<file path="config.mk">
export PLATFORM = sky130hd
export DESIGN_NAME = smi_status_enable_aggregator
export DESIGN_NICKNAME = d
export VERILOG_FILES = /design/src/hdl/smi_aggregator_pkg.sv /design/src/hdl/smi_status_enable_aggregator.sv /design/src/hdl/smi_input_sync.sv
export SDC_FILE = /design/constraint.sdc
export NUM_CORES = 1
export LEC_CHECK = 0
export ABC_CLOCK_PERIOD_IN_PS = 6100
export BUFFER_PORTS_ARGS = -buffer_cell sky130_fd_sc_hd__buf_2
export CAP_MARGIN = 0
export CORE_UTILIZATION = 40
export DETAILED_ROUTE_END_ITERATION = 8
export GPL_ROUTABILITY_DRIVEN = 0
export PLACE_DENSITY = 0.64
export REMOVE_ABC_BUFFERS = 1
export SLEW_MARGIN = 20
export SYNTH_ARGS = -nofsm -noshare
export SYNTH_HDL_FRONTEND = slang
export SYNTH_SLANG_ARGS = --single-unit
</file>
<file path="constraint.sdc">
create_clock -name i_core_clk -period 6.1 [get_ports i_core_clk]
set_clock_uncertainty 0.15 [all_clocks]
set_input_delay 0.61 -clock i_core_clk [delete_from_list [all_inputs] [get_ports i_core_clk]]
set_output_delay 0.61 -clock i_core_clk [all_outputs]
set_load 0.1 [all_outputs]
</file>
<file path="src/hdl/smi_aggregator_pkg.sv">
// Constants, field layouts and carrier types for the SMI aggregator
package smi_aggregator_pkg;

    // Register indices; the byte address on the bus is four times the index
    localparam logic [5:0] IDX_STATUS_TWO   = 6'h11;
    localparam logic [5:0] IDX_STATUS_THREE = 6'h12;
    localparam logic [5:0] IDX_STATUS_FOUR  = 6'h13;
    localparam logic [5:0] IDX_STATUS_FIVE  = 6'h14;
    localparam logic [5:0] IDX_GAP          = 6'h15;
    localparam logic [5:0] IDX_ENABLE_ONE   = 6'h16;
    localparam logic [5:0] IDX_ENABLE_TWO   = 6'h17;
    localparam logic [5:0] IDX_ENABLE_THREE = 6'h18;
    localparam logic [5:0] IDX_ENABLE_FOUR  = 6'h19;

    // Reset values
    localparam logic [7:0] RST_STATUS = 8'h00;
    localparam logic [7:0] RST_ENABLE = 8'h00;

    // Implemented bits; all others are reserved and read as zero
    localparam logic [7:0] MASK_STATUS_TWO   = 8'h17;
    localparam logic [7:0] MASK_STATUS_THREE = 8'hF7;
    localparam logic [7:0] MASK_STATUS_FOUR  = 8'hFF;
    localparam logic [7:0] MASK_STATUS_FIVE  = 8'hCF;
    localparam logic [7:0] MASK_ENABLE_ONE   = 8'hBE;
    localparam logic [7:0] MASK_ENABLE_TWO   = 8'hF7;
    localparam logic [7:0] MASK_ENABLE_THREE = 8'hF7;
    localparam logic [7:0] MASK_ENABLE_FOUR  = 8'hFF;

    // Status register two fields
    localparam int BIT_MOUSE_IRQ_STATUS         = 0;
    localparam int BIT_KBD_IRQ_STATUS           = 1;
    localparam int BIT_INFRARED_ACTIVITY_STATUS = 2;
    localparam int BIT_KBC_PORT_PIN_STATUS      = 4;

    // Enable register two route bits
    localparam int BIT_ROUTE_GROUP_TO_WAKE       = 5;
    localparam int BIT_ROUTE_GROUP_TO_SERIAL_IRQ = 6;
    localparam int BIT_ROUTE_GROUP_TO_PIN        = 7;

    // Status register five fields
    localparam int LSB_STATUS_FIVE_GPIO = 0;
    localparam int LSB_STATUS_FIVE_FAN  = 6;

    // Reserved bit inside the status/enable three layout
    localparam int BIT_THREE_RESERVED = 3;

    // Legacy interrupt sources, order gives enable one bits 7,5,4,3,2,1
    typedef struct packed {
        logic watchdog_irq;
        logic midi_irq;
        logic floppy_irq;
        logic uart_a_irq;
        logic uart_b_irq;
        logic parallel_irq;
    } legacy_irq_t;

    // All raw interrupt sources, as they arrive from pins or other blocks
    typedef struct packed {
        logic [1:0]  fan_speed_input;  // [0] one, [1] two
        logic [3:0]  gpio_pin_54_57;   // [0] pin 54 .. [3] pin 57
        logic [7:0]  gpio_pin_sts4;    // 30,31,32,33,41,42,43,61 at [0]..[7]
        logic [6:0]  gpio_pin_sts3;    // 20,21,22,24,25,26,60 at [0]..[6]
        legacy_irq_t legacy_irq;
        logic        infrared_receive_pin;
        logic        second_uart_receive_pin;
        logic        kbc_port_pin;
        logic        kbd_irq;
        logic        mouse_irq;
    } smi_sources_t;

    localparam int SOURCES_W = $bits(smi_sources_t);

    // Whole state of the aggregator
    typedef struct packed {
        smi_sources_t sources_prev;
        logic         ir_prev;
        logic [7:0]   status_two;
        logic [7:0]   status_three;
        logic [7:0]   status_four;
        logic [7:0]   status_five;
        logic [7:0]   enable_one;
        logic [7:0]   enable_two;
        logic [7:0]   enable_three;
        logic [7:0]   enable_four;
        logic         waitrequest;
        logic [7:0]   readdata;
        logic         smi_output_pin_n;
        logic         serial_irq_smi_n;
        logic         wake_event_logic_n;
    } smi_state_t;

endpackage

</file>
<file path="src/hdl/smi_status_enable_aggregator.sv">
// SMI status and enable registers, group SMI and its three routes
// Functional notes
// RL1 - Status two bit 0 follows mouse source; writes never clear it.
// RL2 - Status two bits 1 and 4 follow keyboard and port pin sources.
// RL3 - Any edge on the selected infrared receive input sets status two bit 2.
// RL4 - A read of status two clears the infrared activity bit.
// RL5 - Status three to five latch; writing one clears, zero keeps.
// RL6 - Status three: pins 20-22 bits 0-2, 24-26 bits 4-6, 60 bit 7.
// RL7 - Status four: pins 30,31,32,33,41,42,43,61 on bits 0 to 7.
// RL8 - Status five: pins 54-57 bits 0-3, fans on bits 6 and 7.
// RL9 - Gap between status five and enable one reads zero.
// RL10 - Enable bit one passes its source to group SMI, zero blocks it.
// RL11 - Enable one: parallel, uarts, floppy, midi on 1-5, watchdog on 7.
// RL12 - Enable two bits 0,1,2,4: mouse, keyboard, infrared, port pin.
// RL13 - Enable two bit 5 sends group SMI into wake logic.
// RL14 - Enable two bit 6 sends group SMI into serial IRQ stream.
// RL15 - Enable two bit 7 drives active-low group SMI onto its pin.
// RL16 - Enable three uses the status three layout.
// RL17 - Enable four uses the status four layout.
// RL18 - Group SMI is OR of set-and-enabled bits, active low per route.
// RL19 - Reserved bits read zero; writes to source-cleared bits do nothing.
`timescale 1ns/1ns
module smi_status_enable_aggregator (
    // Clock and reset
    input  wire logic                              i_core_clk,
    input  wire logic                              i_reset,
    // Avalon-MM slave
    input  wire logic [7:0]                        i_avs_address,
    input  wire logic                              i_avs_read,
    input  wire logic                              i_avs_write,
    input  wire logic [31:0]                       i_avs_writedata,
    input  wire logic [3:0]                        i_avs_byteenable,
    output logic      [31:0]                       o_avs_readdata,
    output logic                                   o_avs_waitrequest,
    // Interrupt sources and infrared input select
    input  wire smi_aggregator_pkg::smi_sources_t  i_sources,
    input  wire logic                              i_infrared_select,
    // Group SMI routes, active low
    output logic                                   o_smi_output_pin_n,
    output logic                                   o_serial_irq_smi_n,
    output logic                                   o_wake_event_logic_n
);

    smi_aggregator_pkg::smi_state_t   state;
    smi_aggregator_pkg::smi_state_t   next_state;
    smi_aggregator_pkg::smi_sources_t synced;
    logic [smi_aggregator_pkg::SOURCES_W-1:0] synced_bits;

    smi_input_sync #(
        .WIDTH (smi_aggregator_pkg::SOURCES_W)
    ) u_sync (
        .i_core_clk (i_core_clk),
        .i_reset    (i_reset),
        .i_async    (i_sources),
        .o_sync     (synced_bits)
    );

    assign synced = smi_aggregator_pkg::smi_sources_t'(synced_bits);

    // Word index match for a byte address
    function automatic logic hit(input logic [7:0] addr,
                                 input logic [5:0] idx);
        hit = (addr[7:2] == idx) && (addr[1:0] == 2'b00);
    endfunction

    // Seven-bit source group into the layout with a reserved bit 3
    function automatic logic [7:0] three_layout(input logic [6:0] v);
        three_layout = {v[6:3], 1'b0, v[2:0]};
    endfunction

    // Any set-and-enabled bit
    function automatic logic any_enabled(input logic [7:0] sts,
                                         input logic [7:0] en);
        any_enabled = |(sts & en);
    endfunction

    logic       access;
    logic       write_ok;
    logic       read_ok;
    logic [7:0] wdata;
    logic       ir_now;
    logic       ir_edge;
    logic [7:0] rise_three;
    logic [7:0] rise_four;
    logic [7:0] rise_five;
    logic [7:0] clr_three;
    logic [7:0] clr_four;
    logic [7:0] clr_five;
    logic [7:0] legacy_bits;
    logic       group_smi;
    logic [7:0] read_mux;

    always_comb begin
        next_state = state;
        access     = (i_avs_read || i_avs_write) && !state.waitrequest;
        write_ok   = access && i_avs_write && i_avs_byteenable[0];
        read_ok    = access && i_avs_read;
        wdata      = i_avs_writedata[7:0];

        // Selection happens before the edge detector, so a change of the
        // select itself can look like activity; software should expect that
        ir_now  = i_infrared_select ? synced.infrared_receive_pin
                                    : synced.second_uart_receive_pin;
        ir_edge = ir_now ^ state.ir_prev;                          // [RL3]
        next_state.ir_prev      = ir_now;
        next_state.sources_prev = synced;

        rise_three = three_layout(synced.gpio_pin_sts3 &
                                  ~state.sources_prev.gpio_pin_sts3); // [RL6]
        rise_four  = synced.gpio_pin_sts4 &
                     ~state.sources_prev.gpio_pin_sts4;             // [RL7]
        rise_five  = {synced.fan_speed_input &
                      ~state.sources_prev.fan_speed_input,
                      2'b00,
                      synced.gpio_pin_54_57 &
                      ~state.sources_prev.gpio_pin_54_57};          // [RL8]

        clr_three = '0;
        clr_four  = '0;
        clr_five  = '0;
        if (write_ok) begin
            if (hit(i_avs_address, smi_aggregator_pkg::IDX_STATUS_THREE)) begin
                clr_three = wdata;
            end
            if (hit(i_avs_address, smi_aggregator_pkg::IDX_STATUS_FOUR)) begin
                clr_four = wdata;
            end
            if (hit(i_avs_address, smi_aggregator_pkg::IDX_STATUS_FIVE)) begin
                clr_five = wdata;
            end
        end

        // A new edge in the clearing cycle wins over the clear
        next_state.status_three = ((state.status_three & ~clr_three) |
            rise_three) & smi_aggregator_pkg::MASK_STATUS_THREE;   // [RL5]
        next_state.status_four  = ((state.status_four & ~clr_four) |
            rise_four) & smi_aggregator_pkg::MASK_STATUS_FOUR;     // [RL5]
        next_state.status_five  = ((state.status_five & ~clr_five) |
            rise_five) & smi_aggregator_pkg::MASK_STATUS_FIVE;     // [RL5]

        // Level bits mirror the source; writes are not looked at
        next_state.status_two[smi_aggregator_pkg::BIT_MOUSE_IRQ_STATUS] =
            synced.mouse_irq;                                      // [RL1]
        next_state.status_two[smi_aggregator_pkg::BIT_KBD_IRQ_STATUS] =
            synced.kbd_irq;                                        // [RL2]
        next_state.status_two[smi_aggregator_pkg::BIT_KBC_PORT_PIN_STATUS] =
            synced.kbc_port_pin;                                   // [RL2]
        if (ir_edge) begin
            next_state.status_two[
                smi_aggregator_pkg::BIT_INFRARED_ACTIVITY_STATUS] = 1'b1;
        end else if (read_ok &&
                     hit(i_avs_address,
                         smi_aggregator_pkg::IDX_STATUS_TWO)) begin
            next_state.status_two[
                smi_aggregator_pkg::BIT_INFRARED_ACTIVITY_STATUS] = 1'b0;
        end                                                        // [RL4]
        next_state.status_two = next_state.status_two &
            smi_aggregator_pkg::MASK_STATUS_TWO;                   // [RL19]

        if (write_ok) begin
            if (hit(i_avs_address, smi_aggregator_pkg::IDX_ENABLE_ONE)) begin
                next_state.enable_one = wdata &
                    smi_aggregator_pkg::MASK_ENABLE_ONE;           // [RL11]
            end
            if (hit(i_avs_address, smi_aggregator_pkg::IDX_ENABLE_TWO)) begin
                next_state.enable_two = wdata &
                    smi_aggregator_pkg::MASK_ENABLE_TWO;           // [RL12]
            end
            if (hit(i_avs_address,
                    smi_aggregator_pkg::IDX_ENABLE_THREE)) begin
                next_state.enable_three = wdata &
                    smi_aggregator_pkg::MASK_ENABLE_THREE;         // [RL16]
            end
            if (hit(i_avs_address, smi_aggregator_pkg::IDX_ENABLE_FOUR)) begin
                next_state.enable_four = wdata &
                    smi_aggregator_pkg::MASK_ENABLE_FOUR;          // [RL17]
            end
        end

        // Legacy sources placed on their enable one bit positions
        legacy_bits = {synced.legacy_irq.watchdog_irq, 1'b0,
                       synced.legacy_irq.midi_irq,
                       synced.legacy_irq.floppy_irq,
                       synced.legacy_irq.uart_a_irq,
                       synced.legacy_irq.uart_b_irq,
                       synced.legacy_irq.parallel_irq, 1'b0};      // [RL11]

        // Status five has no enable register in this block, so it is
        // visible to software but never raises the group
        group_smi =
            any_enabled(legacy_bits, state.enable_one) ||
            any_enabled(state.status_two, state.enable_two &
                        smi_aggregator_pkg::MASK_STATUS_TWO) ||
            any_enabled(state.status_three, state.enable_three) ||
            any_enabled(state.status_four, state.enable_four); // [RL10] [RL18]

        next_state.smi_output_pin_n = !(group_smi && state.enable_two[
            smi_aggregator_pkg::BIT_ROUTE_GROUP_TO_PIN]);          // [RL15]
        next_state.serial_irq_smi_n = !(group_smi && state.enable_two[
            smi_aggregator_pkg::BIT_ROUTE_GROUP_TO_SERIAL_IRQ]);   // [RL14]
        next_state.wake_event_logic_n = !(group_smi && state.enable_two[
            smi_aggregator_pkg::BIT_ROUTE_GROUP_TO_WAKE]);         // [RL13]

        // Unmapped and reserved offsets read as zero
        read_mux = 8'h00;                                          // [RL9]
        if (hit(i_avs_address, smi_aggregator_pkg::IDX_STATUS_TWO)) begin
            read_mux = state.status_two;
        end
        if (hit(i_avs_address, smi_aggregator_pkg::IDX_STATUS_THREE)) begin
            read_mux = state.status_three;
        end
        if (hit(i_avs_address, smi_aggregator_pkg::IDX_STATUS_FOUR)) begin
            read_mux = state.status_four;
        end
        if (hit(i_avs_address, smi_aggregator_pkg::IDX_STATUS_FIVE)) begin
            read_mux = state.status_five;
        end
        if (hit(i_avs_address, smi_aggregator_pkg::IDX_ENABLE_ONE)) begin
            read_mux = state.enable_one;
        end
        if (hit(i_avs_address, smi_aggregator_pkg::IDX_ENABLE_TWO)) begin
            read_mux = state.enable_two;
        end
        if (hit(i_avs_address, smi_aggregator_pkg::IDX_ENABLE_THREE)) begin
            read_mux = state.enable_three;
        end
        if (hit(i_avs_address, smi_aggregator_pkg::IDX_ENABLE_FOUR)) begin
            read_mux = state.enable_four;
        end

        // One wait cycle: data is captured on the same edge that drops waitrequest
        if ((i_avs_read || i_avs_write) && state.waitrequest) begin
            next_state.waitrequest = 1'b0;
            next_state.readdata    = i_avs_read ? read_mux : 8'h00;
        end else begin
            next_state.waitrequest = 1'b1;
        end
    end

    always_ff @(posedge i_core_clk or posedge i_reset) begin
        if (i_reset) begin
            state                    <= '0;
            state.status_two         <= smi_aggregator_pkg::RST_STATUS;
            state.status_three       <= smi_aggregator_pkg::RST_STATUS;
            state.status_four        <= smi_aggregator_pkg::RST_STATUS;
            state.status_five        <= smi_aggregator_pkg::RST_STATUS;
            state.enable_one         <= smi_aggregator_pkg::RST_ENABLE;
            state.enable_two         <= smi_aggregator_pkg::RST_ENABLE;
            state.enable_three       <= smi_aggregator_pkg::RST_ENABLE;
            state.enable_four        <= smi_aggregator_pkg::RST_ENABLE;
            state.waitrequest        <= 1'b1;
            state.smi_output_pin_n   <= 1'b1;
            state.serial_irq_smi_n   <= 1'b1;
            state.wake_event_logic_n <= 1'b1;
        end else begin
            state <= next_state;
        end
    end

    assign o_avs_readdata       = {24'h000000, state.readdata};
    assign o_avs_waitrequest    = state.waitrequest;
    assign o_smi_output_pin_n   = state.smi_output_pin_n;
    assign o_serial_irq_smi_n   = state.serial_irq_smi_n;
    assign o_wake_event_logic_n = state.wake_event_logic_n;
endmodule

</file>
<file path="src/hdl/smi_input_sync.sv">
// Two-flop synchroniser for a vector of asynchronous inputs
`timescale 1ns/1ns
module smi_input_sync #(
    parameter int WIDTH = 32
) (
    // Clock and reset
    input  wire logic             i_core_clk,
    input  wire logic             i_reset,
    // Data
    input  wire logic [WIDTH-1:0] i_async,
    output logic      [WIDTH-1:0] o_sync
);

    typedef struct packed {
        logic [WIDTH-1:0] stage_one;
        logic [WIDTH-1:0] stage_two;
    } sync_state_t;

    sync_state_t state;
    sync_state_t next_state;

    // Stage one feeds only stage two, never any logic
    always_comb begin
        next_state           = state;
        next_state.stage_one = i_async;
        next_state.stage_two = state.stage_one;
    end

    always_ff @(posedge i_core_clk or posedge i_reset) begin
        if (i_reset) begin
            state <= '0;
        end else begin
            state <= next_state;
        end
    end

    assign o_sync = state.stage_two;

endmodule

</file>
After elaboration in Yosys (flattened, before gate mapping)

Index checks and enable logic that the tools add are counted.
W data, S select, Z words.

Register bits after elaboration: 151
Bits of input ports: 81

Equal/unequal tests: 8
Mux-type cells: 19
Bitwise gates (word level): 22
Reductions and logical operators: 35

Operators by type and width:

| cell                 | count |
|---|---|
| $mux W8              | 14 |
| $and A8 B8 Y8        | 7 |
| $eq A6 B5 Y1 const B | 8 |
| $not A8 Y8           | 4 |
| $reduce_or A8 Y1     | 4 |
| $or A8 B8 Y8         | 3 |
| $logic_and A1 B1 Y1  | 17 |
| $reduce_and A2 Y1    | 4 |
| $and A7 B7 Y7        | 1 |
| $not A7 Y7           | 1 |
| $and A5 B5 Y5        | 1 |
| $mux W5              | 1 |
| $and A4 B4 Y4        | 1 |
| $logic_not A1 Y1     | 4 |
| $logic_or A1 B1 Y1   | 4 |
| $mux W1              | 4 |
| $not A4 Y4           | 1 |
| $and A2 B2 Y2        | 1 |
| $logic_not A2 Y1     | 1 |
| $not A2 Y2           | 1 |
| $reduce_bool A2 Y1   | 1 |
| $xor A1 B1 Y1        | 1 |

Logic depth before layout (Yosys ltp)

Gate-level depths: netlist of run 1.

Depth after elaboration: 11
Mapped depth: 6
Gate-level depth less buffers: 4

Hierarchy

A second synthesis of run 1 with hierarchy kept.

Cells, all modules: 441
Area, all modules: 5766.8 um2

By module, submodules not included:

| module                       | instances | cells an instance | area an instance (um2) | seq. area each (um2) |
|---|---|---|---|---|
| smi_status_enable_aggregator | 1         | 376               | 4161.5                 | 2182.1 |
| smi_input_sync               | 1         | 65                | 1605.3                 | 1601.5 |

Worst setup path after synthesis of run 1

OpenSTA, ideal clock, no wires.

Path type: register -> register
Start: reg state (netlist bit o_avs_waitrequest)
End: reg state[20] (netlist name)
Arrival time: 1.764 ns
Slack: 4.062 ns
Stages on the path, launching flop included: 5
Path buffers: 0
Clock period less this slack: 2.038 ns
Cell sequence: dfstp_2 > and3b_1 > and2_4 > nand2_2 > mux2_2

Longest elaborated chain between the ends: 5

Ends and longest elaborated chain:

| element                           | line                                | RTL |
|---|---|---|
| from (decl)                       | smi_status_enable_aggregator.sv:44  | `smi_aggregator_pkg::smi_state_t state;` |
| from (signal assigned)            | smi_status_enable_aggregator.sv:256 | `state <= next_state;` |
| $logic_not A1 Y1                  | smi_status_enable_aggregator.sv:95  | `access = (i_avs_read \|\| i_avs_write) && !state.waitrequest;` |
| $logic_and A1 B1 Y1               | smi_status_enable_aggregator.sv:95  |  |
| $logic_and A1 B1 Y1 (2 in series) | smi_status_enable_aggregator.sv:96  | `write_ok = access && i_avs_write && i_avs_byteenable[0];` |
| $reduce_and A2 Y1 (no line)       | n/a                                 |  |

No other way between the ends.
A chain may end at the register's enable or synchronous reset.

Final worst setup path of run 1

Start: reg state (netlist bit o_avs_waitrequest)
End: reg state[32] (netlist name)

Same word-level chain as after synthesis.

==> flow_summary.json, run 1 <==
{
  "first_iter_violations": 225,
  "fin_setup_tns_ns": 0,
  "rsz0062_at_grt": "false",
  "max_cap_viol_count": 0,
  "hold_viol_final": 0,
  "use_met3": 0.05337,
  "routedWlPerCell_um": 16.87,
  "drt-vias-per-instance": 5.035,
  "yosysMostFrequentCell": "dfrtp_1",
  "synthFlopType": "dfrtp_1",
  "row_count": 43,
  "synth_cells": 426,
  "synth_top_cells_by_count": "147 x dfrtp_1, 47 x o21ai_0, 33 x buf_4, 33 x mux2_2, 26 x inv_1",
  "finalCriticalPeriod_ns": 2.211,
  "drcViolationCount": 0,
  "ys_types": 61,
  "cts_max_level": 4,
  "io_buffers": 65,
  "endpoint": "state[32]",
  "cp_max_fo": 13,
  "cp.arrival_ns": 2.36,
  "die_h_um": 121.8,
  "netlist.top_cell.by_area": "dfrtp_1",
  "synth_seq_cells": 151,
  "clock_latency_ns": 0.42,
  "p_leak_nw": 3.096,
  "cts_setup_buffers": 0,
  "cts_root_buffer": "clkbuf_16",
  "crit_required_ns": 6.25,
  "reg2reg_to": "state[32]",
  "first_pass_iters": 4,
  "num_antenna_cells": 0,
  "grt.overflow.total": 0,
  "async_flop_share": 1.000,
  "ir_worst_vdd_uv": 275.6,
  "use_met2": 0.2698,
  "power_density_nw_per_um2": 341.0,
  "yosys_warnings": 0,
  "yosysSeqAreaShare": 0.6590,
  "synth_top_cell_area_share": 0.6407,
  "cts_buffers": 17,
  "status": "complete, no violations",
  "min_path_cells": 1,
  "grt_pass1_vias": 3570,
  "hold_slack_ns": 0.1402,
  "coreArea_um2": 13930,
  "cts_max_path_buffers": 2,
  "io_pins": 117,
  "syn_area_per_cell_um2": 13.48,
  "startpoint_type": "flop",
  "criticalPathCategory": "flop to flop",
  "hold_class": "primary input to flop",
  "synth_edf_count": 0,
  "path_clk_slew_ns": 0.06,
  "max-slew-margin-rel": 0.3792,
  "worstReg2RegStart": "o_avs_waitrequest",
  "vias": 3439,
  "final-max-slew-violation-count": 0,
  "busiest_layer": "met2",
  "die_w_um": 121.8,
  "start_util": 0.4120,
  "worst_pin_slew_ns": 0.9250,
  "grt_usage": 0.1736,
  "netlist_top_cells_area": "dfrtp_1 64%, mux2_2 6.5%, buf_4 4.3%, o21ai_0 4.1%, dfstp_2 1.8%",
  "setup_violations": 0,
  "hold_buffers": 0,
  "ant_nets": 0,
  "fmax_ghz": 0.4523,
  "area_growth_pct": 16.71,
  "fin_crit_sh": 0.3625,
  "cts.sinks": 151,
  "syn_area_um2": 5742,
  "fin_nets": 571,
  "drive_gt1_frac": 0.3022,
  "dpl-instance-area_um2": 6088,
  "cts_tree": "built",
  "drt_wl_total_mm": 11.52,
  "grt_antenna_before_repair": 0,
  "rrSetupSlack_ns": 3.89,
  "ctsResizeCount": 0,
  "grt_pass1_wl_mm": 18.69,
  "dpl.hpwl_mm": 7.906,
  "dieArea_um2": 14840,
  "startpoint": "o_avs_waitrequest",
  "finalInstanceArea_um2": 6701,
  "grt_max_degree": 89,
  "r2r_cells": 4,
  "endpoint_kind": "flop",
  "globalRouteMet1Util": 0.2232
}
## power breakdown
group          switching, W  internal [W]  total (W)  leakage, nW
Combinational      0.000137     0.0000339   0.000171         1.03
Sequential        0.0000140       0.00104    0.00105         1.77
Clock              0.000404      0.000659    0.00106        0.296
## metrics by stage
step / power, W / instances / utilization / worst slack (ns)
after floorplan: 0.001188 / 405 / - / 1.282
after global placement: 0.001238 / 651 / 0.4369 / 3.590
after detailed placement: 0.001240 / 651 / 0.4369 / 3.551
after CTS: 0.002314 / 683 / 0.4809 / 3.869
after global routing: 0.002367 / 683 / 0.4809 / 3.744
final: 0.002285 / 683 / 0.4809 / 3.889
## state kept, by name, summed over array words and instances, names as in the netlist
name and count:
o_serial_irq_smi_n 1, o_avs_readdata 8, u_sync.next_state 32, o_wake_event_logic_n 1, state 75, u_sync.o_sync 32, o_smi_output_pin_n 1, o_avs_waitrequest 1
## routing by layer
| metal | vias to the layer above | routed length (um) |
|---|---|---|
| li1 | 1597 | - |
| met1 | 1696 | 4938 |
| met2 | 128 | 5580 |
| met3 | 18 | 795 |
| met4 | 0 | 210 |
| met5 | - | 0 |
## cell usage in the layout (no fill, tap or decap), types with 2 or more instances in the layout
master / n
a22o_1: 10
nand4_1: 3
a22oi_1: 5
inv_6: 3
dfrtp_1: 147
clkinv_2: 2
clkbuf_16: 17
and3_1: 4
nand2_1: 15
bufinv_16: 3
and3b_1: 2
nand3b_1: 2
a31oi_1: 3
nor3b_1: 2
clkinv_4: 3
o2bb2ai_1: 2
a21oi_1: 4
a32oi_1: 5
buf_2: 65
o22ai_1: 2
a31o_2: 3
clkinvlp_4: 2
o21ai_0: 47
mux2_2: 33
nor4bb_1: 4
dfstp_2: 4
nor2_1: 4
inv_1: 25
conb_1: 24
mux2i_1: 5
nand3_1: 12
a221oi_1: 4
a211oi_1: 2
## cell families after synthesis
logic type | synth area share
DFF | 0.6590
AOI/OAI and AO/OA | 0.1155
buffers and inverters | 0.06973
and+or+nand+nor | 0.08019
muxes | 0.07344
xor gates and xnor gates | 0.001526
other | 0.0006531
## area by class of cell
| cell class | count | area [um^2] |
|---|---|---|
| tap | 180 | 225.2 |
| clock buffer | 19 | 442.9 |
| multi-input combinational | 228 | 1644 |
| fill | 1238 | 7233 |
| inverter | 26 | 102.6 |
| clock inverter | 13 | 170.2 |
| timing repair buffer | 66 | 332.8 |
| sequential | 151 | 3784 |
## critical path, cell delays in order, from the launching register on
cell     delay [ns]
dfstp_2        0.40
and3b_1        0.62
nand3_1        0.23
nor2_4         0.31
mux2_2         0.38
## how the worst min path moves through the flow
stage	start	endpoint	slack, ns
finish	i_sources[31]	u_sync.next_state[31]	0.14
global route	i_sources[11]	u_sync.next_state[11]	0.12
CTS	i_sources[15]	u_sync.next_state[15]	0.12
detailed placement	u_sync.next_state[19]	u_sync.o_sync[19]	0.18
global placement	u_sync.next_state[2]	u_sync.o_sync[2]	0.18
floorplan	u_sync.o_sync[0]	state[68]	0.18
No activity file was read; power rests on OpenSTA's default activity.
==> run 2: changes to the inputs <==
- ABC_CLOCK_PERIOD_IN_PS: 6100 -> 1950
- PLACE_DENSITY: 0.64 -> 0.67
- clock period: 6.1 -> 1.95 ns (I/O delays scaled with it)
==> run 2 against run 1 <==
Compared with the run above:
- fmax increased by 22%
- sequential share of layout area shrank 4.7 points
- count of clock-buffer cells in the layout rose by 3
- combinational power rose to 3.8 times the previous value
- register-to-register slack got worse by 3.7 ns
==> flow_summary.json, run 2 (synthesized netlist as in run 1, its figures left out) <==
{
  "startpoint_type": "flop",
  "finalInstanceArea_um2": 7307,
  "regMostFlops": "state",
  "crit_buf_inv": 0,
  "start_util": 0.4120,
  "grt.overflow.total": 0,
  "p_clk_frac": 0.462,
  "io_pins": 117,
  "max-slew-margin-rel": 0.6443,
  "die_h_um": 121.8,
  "fin_crit_sh": 0.9267,
  "vias": 3756,
  "die_w_um": 121.8,
  "grt_antenna_before_repair": 0,
  "dieArea_um2": 14840,
  "ant_nets": 0,
  "p_int_w": 0.005557,
  "cp.depth": 4,
  "first_iter_violations": 278,
  "hold_viol_final": 0,
  "path_cells": "a22o_1 -> a221oi_1 -> nand4_1 -> o21ai_0",
  "largest_register_ffs": 75,
  "cts.sinks": 151,
  "drt_wl_total_mm": 12.72,
  "numPlacedInstances": 669,
  "switchingPower_w": 0.001754,
  "final_util": 0.5244,
  "cts_root_buffer": "clkbuf_16",
  "routedWlPerCell_um": 17.10,
  "pre_cts_ws_ns": 0.05650,
  "final_cell_mix": "147 x dfrtp_1, 65 x buf_2, 47 x o21ai_0",
  "slowest_delay_ns": 0.41,
  "pwr-share-seq": 0.450,
  "setup_slack_ns": 0.1430,
  "cts_setup_buffers": 0,
  "hold_class": "primary input to asynchronous set/reset pin",
  "io_buffers": 65,
  "crit_slowest_cell": "dfrtp_1",
  "ir_worst_vdd_uv": 638.6,
  "grt_usage": 0.1872,
  "row_count": 43,
  "crit_required_ns": 2.13,
  "criticalPathCategory": "flop to flop",
  "drcViolationCount": 0,
  "cts_max_path_buffers": 2,
  "instances_no_fill": 744,
  "grt_pass1_vias": 3708,
  "n_fill_cell": 1174,
  "path_clk_slew_ns": 0.06,
  "max_cap_viol_count": 0,
  "dpl.hpwl_mm": 8.594,
  "p_leak_nw": 3.377,
  "layout_commonest_cell": "dfrtp_1",
  "cts_tree": "built",
  "area_growth_pct": 27.26,
  "first_pass_iters": 5,
  "dpl-instance-area_um2": 6248,
  "drt-vias-per-instance": 5.048,
  "drive_gt1_frac": 0.2996,
  "endpoint_kind": "flop",
  "rsz0062_at_grt": "false",
  "coreArea_um2": 13930,
  "power_density_nw_per_um2": 1000,
  "num_antenna_cells": 0,
  "finalCriticalPeriod_ns": 1.807,
  "critPathTopFamily": "compound AO/OA/AOI/OAI gates",
  "worst_pin_slew_ns": 0.5334,
  "cts_buffers": 17,
  "fmax_ghz": 0.5534,
  "grt_pass1_wl_mm": 20.19,
  "p_total_w": 0.007311,
  "status": "complete, no violations",
  "fin_nets": 633,
  "final-max-slew-violation-count": 0,
  "setup_violations": 0,
  "grt_max_degree": 73,
  "pwr-share-comb": 0.088,
  "cts_max_level": 4,
  "cp_max_fo": 3,
  "clock_latency_ns": 0.42,
  "p_sw_frac": 0.2399,
  "r2r_cells": 4,
  "cp.arrival_ns": 1.99
}
run 2: cell types whose count changed in the layout (fill, tap and decap cells not counted), sizes merged:
cell         previous run  this run
buf                    66        84
clkbuf                 19        22
dlygate4sd3             0        44
clkinv                  5         1
run 2: power groups by stage:
| stage | clock, W | sequential, W | combinational, W |
|---|---|---|---|
| floorplan | 0 | 0.00336 | 0.000355 |
| global placement | 0 | 0.00334 | 0.000566 |
| detailed placement | 0 | 0.00334 | 0.000574 |
| CTS | 0.00344 | 0.00329 | 0.000643 |
| global route | 0.00358 | 0.00330 | 0.000690 |
| finish | 0.00338 | 0.00329 | 0.000645 |
run 2: worst register-to-register path: cells and delay by family (launching register included):
kind / cells / cell delay (ns)
AOI/OAI and AO/OA: 3 / 0.89
DFF: 1 / 0.41
and+or+nand+nor: 1 / 0.28
run 2: final timing paths:
kind | startpoint | endpoint | slack [ns]
max | state[52] | o_smi_output_pin_n | 0.14
min | i_reset | state[76] | 0.14
max reg2reg | state[52] | o_smi_output_pin_n | 0.14
min reg2reg | u_sync.next_state[24] | u_sync.o_sync[24] | 0.19
max in group asynchronous | i_reset | state[67] | 0.85
min in group i_core_clk | i_avs_address[7] | state[70] | 0.15
run 2: layer usage:
layer | routed length [um] | global-route usage | up-vias
met5 | 0 | 0 | -
met4 | 376 | 0.09336 | 0
met3 | 794 | 0.04682 | 32
met2 | 6087 | 0.2878 | 161
met1 | 5461 | 0.2465 | 1840
li1 | - | - | 1723
run 2: repair_timing:
action,CTS,global route
resized for setup,0,1
endpoints found under the hold margin,218,1
hold buffers,43,1
setup endpoints to repair,0,2
run 2: stage by stage:
stage	TNS, ns	hold WS, ns
global route	0	0.1580
global placement	0	0.03310
detailed placement	0	0.04044
finish	0	0.1426
floorplan	-370.17	0.07643
CTS	0	0.04153
run 2: area by class of cell:
type	instances	area [um^2]	area share
flip-flops and latches	151	3784	0.5178
multi-input cells	228	1648	0.2255
inverters	26	102.6	0.01404
clock inverters	9	140.1	0.01918
repair buffers	128	933.4	0.1277
clock buffers	22	474.2	0.06490
well taps	180	225.2	0.03082
